--- src/rtl/slt_pkg.sv ---
// constants, types and codes shared by the serial link test block
package slt_pkg;

  // register port
  localparam int unsigned ADDR_W = 12;
  localparam int unsigned REG_W = 8;
  localparam logic [ADDR_W-1:0] ADDR_TEST_PATTERN = 12'h205;
  localparam logic [ADDR_W-1:0] ADDR_IDENTIFIER = 12'h206;
  localparam logic [ADDR_W-1:0] ADDR_FRAME_CHAR = 12'h207;

  // field widths and reset values
  localparam int unsigned CODE_W = 5;
  localparam int unsigned FRAME_END_CHAR_CODE_W = 2;
  localparam logic [CODE_W-1:0] CODE_RESET = 5'h00;
  localparam logic [REG_W-1:0] IDENT_RESET = 8'h00;
  localparam logic [FRAME_END_CHAR_CODE_W-1:0] FRAME_END_CHAR_CODE_RESET = 2'h0;
  localparam logic [REG_W-1:0] IDENT_EVEN_MASK = 8'hFE;
  localparam logic [REG_W-1:0] IDENT_LINK_B_STEP = 8'h01;

  // lane word
  localparam int unsigned LANE_W = 16;
  localparam int unsigned CTRL_W = 2;
  localparam int unsigned FIFO_DEPTH = 8;
  localparam int unsigned FIFO_W = LANE_W + 1;

  // test pattern codes
  localparam logic [CODE_W-1:0] TP_NORMAL = 5'h00;
  localparam logic [CODE_W-1:0] TP_PRBS7 = 5'h01;
  localparam logic [CODE_W-1:0] TP_PRBS15 = 5'h02;
  localparam logic [CODE_W-1:0] TP_PRBS23 = 5'h03;
  localparam logic [CODE_W-1:0] TP_RAMP = 5'h04;
  localparam logic [CODE_W-1:0] TP_TRANSPORT = 5'h05;
  localparam logic [CODE_W-1:0] TP_D21_5 = 5'h06;
  localparam logic [CODE_W-1:0] TP_K28_5 = 5'h07;
  localparam logic [CODE_W-1:0] TP_ILA = 5'h08;
  localparam logic [CODE_W-1:0] TP_RPAT = 5'h09;
  localparam logic [CODE_W-1:0] TP_HOLD_LOW = 5'h0A;
  localparam logic [CODE_W-1:0] TP_HOLD_HIGH = 5'h0B;
  localparam logic [CODE_W-1:0] TP_PRBS9 = 5'h0D;
  localparam logic [CODE_W-1:0] TP_PRBS31 = 5'h0E;
  localparam logic [CODE_W-1:0] TP_CLOCK = 5'h0F;
  localparam logic [CODE_W-1:0] TP_K28_7 = 5'h10;

  // frame end selector codes
  localparam logic [FRAME_END_CHAR_CODE_W-1:0] FC_K28_7 = 2'h0;
  localparam logic [FRAME_END_CHAR_CODE_W-1:0] FC_K28_1 = 2'h1;
  localparam logic [FRAME_END_CHAR_CODE_W-1:0] FC_K28_5 = 2'h2;

  // 8b/10b character octets
  localparam logic [7:0] CH_K28_0 = 8'h1C;
  localparam logic [7:0] CH_K28_1 = 8'h3C;
  localparam logic [7:0] CH_K28_3 = 8'h7C;
  localparam logic [7:0] CH_K28_4 = 8'h9C;
  localparam logic [7:0] CH_K28_5 = 8'hBC;
  localparam logic [7:0] CH_K28_7 = 8'hFC;
  localparam logic [7:0] CH_D21_5 = 8'hB5;

  // fixed words
  localparam logic [LANE_W-1:0] WORD_LOW = 16'h0000;
  localparam logic [LANE_W-1:0] WORD_HIGH = 16'hFFFF;
  localparam logic [LANE_W-1:0] WORD_CLOCK = 16'h00FF;
  localparam logic [CTRL_W-1:0] CTRL_NONE = 2'h0;
  localparam logic [CTRL_W-1:0] CTRL_BOTH = 2'h3;
  localparam logic [CTRL_W-1:0] CTRL_HIGH = 2'h2;
  localparam logic [CTRL_W-1:0] CTRL_LOW = 2'h1;

  // prbs generator: register width and feedback taps (1-based)
  localparam int unsigned LFSR_W = 31;
  localparam logic [LFSR_W-1:0] LFSR_SEED = 31'h7FFFFFFF;
  localparam int unsigned TAP7_A = 7;
  localparam int unsigned TAP7_B = 6;
  localparam int unsigned TAP9_A = 9;
  localparam int unsigned TAP9_B = 5;
  localparam int unsigned TAP15_A = 15;
  localparam int unsigned TAP15_B = 14;
  localparam int unsigned TAP23_A = 23;
  localparam int unsigned TAP23_B = 18;
  localparam int unsigned TAP31_A = 31;
  localparam int unsigned TAP31_B = 28;

  // counters and alignment sequence
  localparam int unsigned CNT_W = 8;
  localparam logic [CNT_W-1:0] RAMP_STEP = 8'h02;
  localparam logic [CNT_W-1:0] CNT_ONE = 8'h01;
  localparam int unsigned MF_W = 4;
  localparam logic [MF_W-1:0] MF_LAST = 4'hF;
  localparam logic [MF_W-1:0] MF_CONFIG = 4'h1;
  localparam int unsigned RPAT_LEN = 6;
  localparam int unsigned RPAT_IDX_W = 3;
  localparam logic [RPAT_IDX_W-1:0] RPAT_LAST = 3'h5;
  localparam logic [0:RPAT_LEN-1][LANE_W-1:0] RPAT_TABLE = {
    16'hBE17, 16'h4AB5, 16'hF3C9, 16'h650D, 16'h8E2A, 16'hD17C};

  // repeated alignment sequence: four multiframes, gray along the path
  typedef enum logic [1:0] {
    ILA_MF0 = 2'b00,
    ILA_MF1 = 2'b01,
    ILA_MF2 = 2'b11,
    ILA_MF3 = 2'b10
  } slt_ila_t;

  typedef struct packed {
    logic [LANE_W-1:0] data;
    logic [CTRL_W-1:0] ctrl;
  } slt_lane_t;

  typedef struct packed {
    logic frame_end;
    logic [LANE_W-1:0] data;
  } slt_sample_t;

endpackage

--- src/rtl/slt_top.sv ---
// lane test pattern generator, alignment identifier and frame end logic
// What this block does
// - code zero sends normal converter data
// - codes 1-3 send PRBS7, PRBS15, PRBS23
// - codes 13, 14 send PRBS9, PRBS31
// - codes 4-6: ramp, transport, D21.5
// - codes 7,8,9,16: K28.5, ILA, RPAT, K28.7
// - code 10 holds low, 11 high
// - code 15 repeats clock word 0x00FF
// - K28.5, ILA, RPAT, K28.7 only in 8b/10b modes; D21.5 in all
// - identifier sent in second alignment multiframe
// - link A sends identifier, B plus one
// - identifier bit 0 forced and read zero
// - selector 0/1/2 picks K28.7/K28.1/K28.5
// - frame end substitution only in 8b/10b
`timescale 1ns/1ps

module slt_fifo #(
  parameter int unsigned WIDTH = 17,
  parameter int unsigned DEPTH = 8
) (
  // clock and reset
  input wire logic core_clk_i,
  input wire logic rstn_i,
  // fill side
  input wire logic in_valid_i,
  input wire logic [WIDTH-1:0] in_data_i,
  output logic in_ready_o,
  // drain side
  output logic out_valid_o,
  output logic [WIDTH-1:0] out_data_o,
  input wire logic out_ready_i
);
  localparam int unsigned PTR_W = $clog2(DEPTH);
  localparam int unsigned CNT_W = $clog2(DEPTH + 1);
  localparam logic [CNT_W-1:0] FULL_CNT = CNT_W'(DEPTH);
  localparam logic [PTR_W-1:0] LAST_PTR = PTR_W'(DEPTH - 1);

  typedef struct packed {
    logic [DEPTH-1:0][WIDTH-1:0] mem;
    logic [PTR_W-1:0] wr_ptr;
    logic [PTR_W-1:0] rd_ptr;
    logic [CNT_W-1:0] count;
    logic not_full;
    logic not_empty;
  } fifo_state_t;

  fifo_state_t st;
  fifo_state_t next_st;
  logic push;
  logic pop;

  assign push = in_valid_i && st.not_full;
  assign pop = out_ready_i && st.not_empty;
  assign in_ready_o = st.not_full;
  assign out_valid_o = st.not_empty;
  assign out_data_o = st.mem[st.rd_ptr];

  always_comb begin
    next_st = st;
    if (push) begin
      next_st.mem[st.wr_ptr] = in_data_i;
      next_st.wr_ptr = (st.wr_ptr == LAST_PTR) ? '0 : st.wr_ptr + 1'b1;
    end
    if (pop) begin
      next_st.rd_ptr = (st.rd_ptr == LAST_PTR) ? '0 : st.rd_ptr + 1'b1;
    end
    if (push && !pop) begin
      next_st.count = st.count + 1'b1;
    end else if (pop && !push) begin
      next_st.count = st.count - 1'b1;
    end
    next_st.not_full = (next_st.count != FULL_CNT);
    next_st.not_empty = (next_st.count != '0);
  end

  always_ff @(posedge core_clk_i or negedge rstn_i) begin
    if (!rstn_i) begin
      st <= '0;
      st.not_full <= 1'b1;
    end else begin
      st <= next_st;
    end
  end
endmodule

module slt_top
  import slt_pkg::*;
(
  // clock and reset
  input wire logic core_clk_i,
  input wire logic rstn_i,
  // register port
  input wire logic [ADDR_W-1:0] reg_addr_i,
  input wire logic [REG_W-1:0] reg_wdata_i,
  input wire logic reg_write_i,
  input wire logic reg_read_i,
  output logic [REG_W-1:0] reg_rdata_o,
  // link control from the rest of the transmitter
  input wire logic serial_link_enable_i,
  input wire logic link_mode_8b10b_i,
  // converter samples in
  input wire logic sample_valid_i,
  input wire logic [LANE_W-1:0] sample_data_i,
  input wire logic sample_frame_end_i,
  output logic sample_ready_o,
  // lane words towards the encoders
  input wire logic lane_ready_i,
  output logic lane_valid_o,
  output logic [LANE_W-1:0] lane_a_data_o,
  output logic [CTRL_W-1:0] lane_a_ctrl_o,
  output logic [LANE_W-1:0] lane_b_data_o,
  output logic [CTRL_W-1:0] lane_b_ctrl_o,
  output logic lane_raw_o,
  // alignment identifiers per link
  output logic [REG_W-1:0] link_a_identifier_o,
  output logic [REG_W-1:0] link_b_identifier_o
);

  typedef struct packed {
    logic [CODE_W-1:0] test_pattern_code;
    logic [REG_W-1:0] lane_alignment_identifier;
    logic [FRAME_END_CHAR_CODE_W-1:0] frame_end_char_code;
    logic [REG_W-1:0] rdata;
    logic [CODE_W-1:0] run_code;
    logic [LFSR_W-1:0] lfsr;
    logic [CNT_W-1:0] count;
    logic [RPAT_IDX_W-1:0] rpat_idx;
    slt_ila_t ila_mf;
    logic [MF_W-1:0] ila_word;
    logic [7:0] prev_last;
    logic valid;
    slt_lane_t lane_a;
    slt_lane_t lane_b;
    logic raw;
    logic [REG_W-1:0] ident_a;
    logic [REG_W-1:0] ident_b;
  } top_state_t;

  top_state_t st;
  top_state_t next_st;
  slt_sample_t fifo_in;
  slt_sample_t fifo_out;
  logic fifo_out_valid;
  logic fifo_pop;
  logic fifo_in_ready;

  // effective mode after masking K28.5, ILA, RPAT and K28.7 outside 8b/10b
  function automatic logic [CODE_W-1:0] eff_code(
    input logic [CODE_W-1:0] code,
    input logic is_8b10b
  );
    logic [CODE_W-1:0] res;
    res = code;
    unique case (code)
      TP_K28_5, TP_ILA, TP_RPAT, TP_K28_7: begin
        if (!is_8b10b) begin
          res = TP_NORMAL;
        end
      end
      TP_NORMAL, TP_PRBS7, TP_PRBS15, TP_PRBS23, TP_RAMP, TP_TRANSPORT,
      TP_D21_5, TP_HOLD_LOW, TP_HOLD_HIGH, TP_PRBS9, TP_PRBS31,
      TP_CLOCK: begin
        res = code;
      end
      default: begin
        res = TP_NORMAL;
      end
    endcase
    return res;
  endfunction

  function automatic logic is_prbs(input logic [CODE_W-1:0] code);
    return (code == TP_PRBS7) || (code == TP_PRBS9) ||
           (code == TP_PRBS15) || (code == TP_PRBS23) ||
           (code == TP_PRBS31);
  endfunction

  // sixteen shifts of the selected polynomial per lane word
  function automatic logic [LFSR_W-1:0] prbs_step(
    input logic [LFSR_W-1:0] s,
    input logic [CODE_W-1:0] code
  );
    logic [LFSR_W-1:0] r;
    logic fb;
    r = s;
    fb = 1'b0;
    for (int i = 0; i < LANE_W; i++) begin
      unique case (code)
        TP_PRBS7: fb = r[TAP7_A-1] ^ r[TAP7_B-1];
        TP_PRBS9: fb = r[TAP9_A-1] ^ r[TAP9_B-1];
        TP_PRBS15: fb = r[TAP15_A-1] ^ r[TAP15_B-1];
        TP_PRBS23: fb = r[TAP23_A-1] ^ r[TAP23_B-1];
        default: fb = r[TAP31_A-1] ^ r[TAP31_B-1];
      endcase
      r = {r[LFSR_W-2:0], fb};
    end
    return r;
  endfunction

  function automatic logic [7:0] frame_char(input logic [FRAME_END_CHAR_CODE_W-1:0] sel);
    logic [7:0] c;
    c = CH_K28_7;
    unique case (sel)
      FC_K28_1: c = CH_K28_1;
      FC_K28_5: c = CH_K28_5;
      default: c = CH_K28_7;
    endcase
    return c;
  endfunction

  assign fifo_in.frame_end = sample_frame_end_i;
  assign fifo_in.data = sample_data_i;
  // drain only while the encoder takes words; when disabled the source
  // stalls, in test modes samples are read and thrown away
  assign fifo_pop = serial_link_enable_i && lane_ready_i;

  slt_fifo #(
    .WIDTH(FIFO_W),
    .DEPTH(FIFO_DEPTH)
  ) u_fifo (
    .core_clk_i(core_clk_i),
    .rstn_i(rstn_i),
    .in_valid_i(sample_valid_i),
    .in_data_i(fifo_in),
    .in_ready_o(fifo_in_ready),
    .out_valid_o(fifo_out_valid),
    .out_data_o(fifo_out),
    .out_ready_i(fifo_pop)
  );

  always_comb begin
    logic [CODE_W-1:0] code;
    logic [LANE_W-1:0] word;
    logic [CTRL_W-1:0] ctrl;
    logic [LANE_W-1:0] word_b;
    logic [MF_W-1:0] ila_next;
    code = '0;
    word = WORD_LOW;
    ctrl = CTRL_NONE;
    word_b = WORD_LOW;
    ila_next = '0;
    next_st = st;

    // register writes; rule-level ordering on the enable is software's
    // job, writes while enabled are still accepted
    if (reg_write_i) begin
      unique case (reg_addr_i)
        ADDR_TEST_PATTERN: begin
          next_st.test_pattern_code = reg_wdata_i[CODE_W-1:0];
        end
        ADDR_IDENTIFIER: begin
          next_st.lane_alignment_identifier =
            reg_wdata_i & IDENT_EVEN_MASK;
        end
        ADDR_FRAME_CHAR: begin
          next_st.frame_end_char_code = reg_wdata_i[FRAME_END_CHAR_CODE_W-1:0];
        end
        default: begin
        end
      endcase
    end

    // read data stand only in the cycle after the strobe
    next_st.rdata = '0;
    if (reg_read_i) begin
      unique case (reg_addr_i)
        ADDR_TEST_PATTERN: begin
          next_st.rdata = REG_W'(st.test_pattern_code);
        end
        ADDR_IDENTIFIER: begin
          next_st.rdata = st.lane_alignment_identifier;
        end
        ADDR_FRAME_CHAR: begin
          next_st.rdata = REG_W'(st.frame_end_char_code);
        end
        default: begin
          next_st.rdata = '0;
        end
      endcase
    end

    next_st.ident_a = st.lane_alignment_identifier;
    next_st.ident_b =
      st.lane_alignment_identifier + IDENT_LINK_B_STEP;

    code = eff_code(st.test_pattern_code, link_mode_8b10b_i);
    next_st.valid = 1'b0;

    if (!serial_link_enable_i || code != st.run_code) begin
      // generators restart from a known point on any mode change
      next_st.run_code = code;
      next_st.lfsr = LFSR_SEED;
      next_st.count = '0;
      next_st.rpat_idx = '0;
      next_st.ila_mf = ILA_MF0;
      next_st.ila_word = '0;
      next_st.prev_last = '0;
      if (!serial_link_enable_i) begin
        next_st.lane_a = '0;
        next_st.lane_b = '0;
        next_st.raw = 1'b0;
      end
    end else if (lane_ready_i) begin
      unique case (code)
        TP_PRBS7, TP_PRBS9, TP_PRBS15, TP_PRBS23, TP_PRBS31: begin
          word = st.lfsr[LANE_W-1:0];
        end
        TP_RAMP: begin
          word = {st.count + CNT_ONE, st.count};
          next_st.count = st.count + RAMP_STEP;
        end
        TP_TRANSPORT: begin
          word = {st.count, ~st.count};
          next_st.count = st.count + CNT_ONE;
        end
        TP_D21_5: begin
          word = {CH_D21_5, CH_D21_5};
        end
        TP_K28_5: begin
          word = {CH_K28_5, CH_K28_5};
          ctrl = CTRL_BOTH;
        end
        TP_K28_7: begin
          word = {CH_K28_7, CH_K28_7};
          ctrl = CTRL_BOTH;
        end
        TP_RPAT: begin
          word = RPAT_TABLE[st.rpat_idx];
          next_st.rpat_idx =
            (st.rpat_idx == RPAT_LAST) ? '0 : st.rpat_idx + 1'b1;
        end
        TP_ILA: begin
          // each multiframe opens with K28.0 and closes with K28.3
          word = {st.count, st.count};
          if (st.ila_word == '0) begin
            word = {CH_K28_0, st.count};
            ctrl = CTRL_HIGH;
          end else if (st.ila_word == MF_LAST) begin
            word = {st.count, CH_K28_3};
            ctrl = CTRL_LOW;
          end else if (st.ila_mf == ILA_MF1 && st.ila_word == MF_CONFIG) begin
            word = {CH_K28_4, st.lane_alignment_identifier};
            ctrl = CTRL_HIGH;
          end
          next_st.count = st.count + CNT_ONE;
          ila_next = st.ila_word + 1'b1;
          next_st.ila_word = ila_next;
          if (st.ila_word == MF_LAST) begin
            unique case (st.ila_mf)
              ILA_MF0: next_st.ila_mf = ILA_MF1;
              ILA_MF1: next_st.ila_mf = ILA_MF2;
              ILA_MF2: next_st.ila_mf = ILA_MF3;
              ILA_MF3: next_st.ila_mf = ILA_MF0;
            endcase
          end
        end
        TP_HOLD_LOW: begin
          word = WORD_LOW;
        end
        TP_HOLD_HIGH: begin
          word = WORD_HIGH;
        end
        TP_CLOCK: begin
          word = WORD_CLOCK;
        end
        default: begin
          // normal data; a stalled fifo repeats zeros rather than
          // inventing samples
          word = fifo_out_valid ? fifo_out.data : WORD_LOW;
          if (fifo_out_valid && fifo_out.frame_end) begin
            next_st.prev_last = fifo_out.data[7:0];
            // substitute only when the last octet repeats the previous
            // frame's last octet, so the receiver can restore it
            if (link_mode_8b10b_i &&
                fifo_out.data[7:0] == st.prev_last) begin
              word = {fifo_out.data[LANE_W-1:8],
                      frame_char(st.frame_end_char_code)};
              ctrl = CTRL_LOW;
            end
          end
        end
      endcase
      if (is_prbs(code)) begin
        next_st.lfsr = prbs_step(st.lfsr, code);
      end
      word_b = word;
      if (code == TP_ILA && st.ila_mf == ILA_MF1 &&
          st.ila_word == MF_CONFIG) begin
        word_b = {CH_K28_4, next_st.ident_b};
      end
      next_st.valid = 1'b1;
      next_st.lane_a.data = word;
      next_st.lane_a.ctrl = link_mode_8b10b_i ? ctrl : CTRL_NONE;
      next_st.lane_b.data = word_b;
      next_st.lane_b.ctrl = link_mode_8b10b_i ? ctrl : CTRL_NONE;
      // held levels and the clock word bypass the line encoder
      next_st.raw = (code == TP_HOLD_LOW) || (code == TP_HOLD_HIGH) ||
                    (code == TP_CLOCK);
    end
  end

  always_ff @(posedge core_clk_i or negedge rstn_i) begin
    if (!rstn_i) begin
      st <= '0;
      st.test_pattern_code <= CODE_RESET;
      st.lane_alignment_identifier <= IDENT_RESET;
      st.frame_end_char_code <= FRAME_END_CHAR_CODE_RESET;
      st.ila_mf <= ILA_MF0;
      st.lfsr <= LFSR_SEED;
    end else begin
      st <= next_st;
    end
  end

  // sample_ready comes from the fifo's registered full flag
  assign sample_ready_o = fifo_in_ready;
  assign reg_rdata_o = st.rdata;
  assign lane_valid_o = st.valid;
  assign lane_a_data_o = st.lane_a.data;
  assign lane_a_ctrl_o = st.lane_a.ctrl;
  assign lane_b_data_o = st.lane_b.data;
  assign lane_b_ctrl_o = st.lane_b.ctrl;
  assign lane_raw_o = st.raw;
  assign link_a_identifier_o = st.ident_a;
  assign link_b_identifier_o = st.ident_b;

endmodule

--- config.mk ---
export PLATFORM = sky130hd
export DESIGN_NAME = slt_top
export DESIGN_NICKNAME = d
export VERILOG_FILES = /design/src/rtl/slt_pkg.sv /design/src/rtl/slt_top.sv
export SDC_FILE = /design/constraint.sdc
export NUM_CORES = 1
export LEC_CHECK = 0
export BUFFER_PORTS_ARGS = -buffer_cell sky130_fd_sc_hd__buf_2
export CORE_MARGIN = 3
export CORE_UTILIZATION = 35
export CTS_CLUSTER_DIAMETER = 50
export DETAILED_ROUTE_END_ITERATION = 10
export SKIP_LAST_GASP = 1
export SLEW_MARGIN = 10
export SYNTH_ARGS = -nofsm -noshare
export SYNTH_HDL_FRONTEND = slang
export SYNTH_SLANG_ARGS = --single-unit
--- constraint.sdc ---
create_clock -name core_clk_i -period 5.1 [get_ports core_clk_i]
set_clock_uncertainty 0.05 [all_clocks]
set_input_delay 0.51 -clock core_clk_i [delete_from_list [all_inputs] [get_ports core_clk_i]]
set_output_delay 0.51 -clock core_clk_i [all_outputs]
set_load 0.01 [all_outputs]
==> results.json <==
{
  "switching_share": 0.3177,
  "fin_util": 0.3965,
  "r2r_cells": 9,
  "postCtsSetupBuffers": 0,
  "clockBufferDepth": 3,
  "start_util": 0.3587,
  "yosysWarningCount": 0,
  "area.growth.synth_to_final_pct": 10.54,
  "drc_errors": 0,
  "grt_first_pass_wirelength_um": 67150,
  "peakVddDrop_v": 0.0003358,
  "leakagePower_nw": 7.337,
  "fmax_mhz": 244.1,
  "nets": 1505,
  "async_flop_share": 1.000,
  "synth.largest_area_cell": "dfrtp_1",
  "dieHeight_um": 217.3,
  "clock_latency_ns": 0.60,
  "path_clk_slew_ns": 0.06,
  "fin_crit_sh": 0.8032,
  "die_area_sq_um": 47200,
  "status": "completed",
  "crit_arrival_ns": 4.53,
  "num_vias": 11340,
  "routed_via_density": 5.529,
  "antenna_found_initial": 4,
  "grt_max_degree": 118,
  "grt_util_all_layers": 0.1794,
  "ctsHoldBuffers": 1,
  "grt_pass1_vias": 11310,
  "rr_startpoint": "st[135]",
  "hold_depth": 3,
  "die_x_um": 217.3,
  "finalSetupViolations": 0,
  "seq_area_frac_synth": 0.4431,
  "antenna_left": 0,
  "overflow": 0,
  "synth.distinct_cells": 102,
  "fin_ws_ns": 1.004,
  "combPwrFrac": 0.320,
  "switching_power_mw": 2.663,
  "yosysTopAreaCellShare": 0.3893,
  "critical_path.startpoint_type": "flip-flop",
  "p_int_mw": 5.719,
  "initialDrtViolationCount": 826,
  "avgSynthCellArea_sq_um": 10.85,
  "wl_per_cell_um": 21.05,
  "rsz0062_at_grt": "false",
  "core_area_sq_um": 43550,
  "seqPwrFrac": 0.404,
  "dp_slack_ns": 1.064,
  "pin_count": 108,
  "crit_path_start": "st[135]",
  "rows": 76,
  "cts_tree": "built",
  "wl_um": 43180,
  "path_class": "reg -> reg",
  "hpwl_um": 29600,
  "finalMaxSlewViolations": 0,
  "cp_max_fo": 36,
  "setup_tns_ns": 0,
  "power_mw": 8.382,
  "nFillCells": 4252,
  "power_density_nw_per_um2": 485.4,
  "cts_sinks": 275,
  "max_slew_margin": 0.2755,
  "cts_resized": 0,
  "htreeDepth": 1,
  "synthTopCellsByArea": "dfrtp_1 (39%), mux2_2 (11%), dfstp_2 (5.4%), mux4_2 (4.9%), nand2_1 (3.4%)",
  "syn-num-nets": 1504,
  "hp-start": "reg_wdata_i[3]",
  "synth_edf_count": 0,
  "place_congestion": 0.9615,
  "drive_gt1_frac": 0.3065,
  "port_buffers": 106,
  "hold_class": "in -> reg",
  "numCtsBuffers": 31,
  "synth_ff_type": "dfrtp_1",
  "firstDrtPassIters": 6,
  "root_buffer": "clkbuf_16",
  "required_ns": 5.54,
  "crit_path_end_kind": "flip-flop",
  "syn_area_sq_um": 15620,
  "synth-seq-cells": 275,
  "pwr-share-clk": 0.276,
  "syn_inst": 1440,
  "drv_cap": 0,
  "fin_crit_ns": 4.096,
  "hold_viol_final": 0,
  "tightest_slew_ns": 1.087
}
## flip-flops by register name (all words and copies together), names as in the netlist
| register | cells |
|---|---|
| lane_a_ctrl_o | 2 |
| lane_b_data_o | 16 |
| link_a_identifier_o | 1 |
| u_fifo.out_valid_o | 1 |
| lane_valid_o | 1 |
| lane_raw_o | 1 |
| next_st | 7 |
| link_b_identifier_o | 7 |
| u_fifo.in_ready_o | 1 |
| st | 68 |
| reg_rdata_o | 8 |
| lane_a_data_o | 16 |
| u_fifo.st | 146 |
## per-layer routing
| metal | part of all wire | GRT usage |
|---|---|---|
| met3 | 0.064 | 0.03337 |
| met5 | 0.0011 | 0 |
| met4 | 0.032 | 0.05262 |
| met1 | 0.44 | 0.2476 |
| met2 | 0.47 | 0.2888 |
## cells in the mapped netlist, types with 8 or more instances
library cell,count
nand2b_1,12
nor2_1,73
xor2_1,38
inv_1,20
mux2_2,158
buf_4,66
o22ai_1,8
nand2_1,141
a221oi_1,13
a21o_1,16
dfstp_2,32
clkbuf_1,57
nand3_1,62
mux2i_1,21
o21ai_0,59
and3_1,9
mux4_2,34
a211oi_1,9
a21oi_1,46
a22oi_1,9
xnor2_1,44
buf_2,20
ha_1,19
and2_1,14
o221ai_1,11
o211ai_1,12
buf_1,13
dfrtp_1,243
nor2b_1,11
nor3_1,13
## logic make-up (layout without fill, tap and decap cells)
| group | count (synthesis) | in the layout | synth area share |
|---|---|---|---|
| XOR/XNOR | 82 | 82 | 0.04598 |
| AND/OR/NAND/NOR | 391 | 391 | 0.1239 |
| other | 2 | 3 | 0.0004808 |
| adder cells (fa/ha/maj) | 19 | 19 | 0.01522 |
| multiplexers | 215 | 215 | 0.1782 |
| AO/OA/AOI/OAI | 272 | 272 | 0.1281 |
| buffers and inverters | 184 | 209 | 0.06504 |
| flip-flops | 275 | 275 | 0.4431 |
## power groups by stage
stage / Combinational, mW / Clock, mW / Sequential, mW
floorplan: 2.22 / 0 / 3.20
global placement: 2.65 / 0 / 3.38
detailed placement: 2.71 / 0 / 3.42
CTS: 2.72 / 2.38 / 3.39
global route: 2.91 / 2.47 / 3.48
finish: 2.68 / 2.31 / 3.39
## path summary, 6_finish.rpt
path	end	slack (ns)
setup reg to reg	lane_b_data_o[0]	1.00
setup / recovery	lane_b_data_o[0]	1.00
max in group asynchronous	u_fifo.st[42]	3.27
min in group asynchronous	st[70]	0.54
hold / removal	st[136]	0.08
hold reg to reg	lane_a_data_o[13]	0.42
## through the flow
stage	cells	area, sq um	hold slack [ns]
2_1_floorplan	1440	15620	0.1644
3_3_place_gp	1992	16190	0.4098
3_5_place_dp	1992	16190	0.4086
4_1_cts	2050	17270	0.06036
5_1_grt	2050	17270	0.08714
6_report	2051	17270	0.08053
## final cells by class
type                    count  area [sq um]  area share
repair buffers            131         743.2     0.04304
clock inverters            14         192.7     0.01116
well taps                 585         732.0     0.04239
clock buffers              43         870.8     0.05043
flip-flops and latches    275          6923      0.4009
inverters                  21         78.83    0.004565
multi-input cells         981          7725      0.4474
diodes                      1         2.502   0.0001449
## cells in the final DEF, fill, tap and decap left out, types with 38 or more instances in the layout
cell type    n
nand3_1     62
dfrtp_1    242
xnor2_1     44
nor2_1      72
xor2_1      38
a21oi_1     46
nand2_1    141
mux2_2     158
buf_2      105
o21ai_0     59
## critical path: stages (launching register included)
cell	delay, ns
dfrtp_1	0.75
or4b_1	0.70
or3_1	0.34
o2111a_1	0.18
o2111a_2	0.15
nand2_2	0.51
inv_1	0.51
and3_1	0.32
o2bb2ai_1	0.14
a221o_1	0.30
Power figures use the tool's default switching activity.
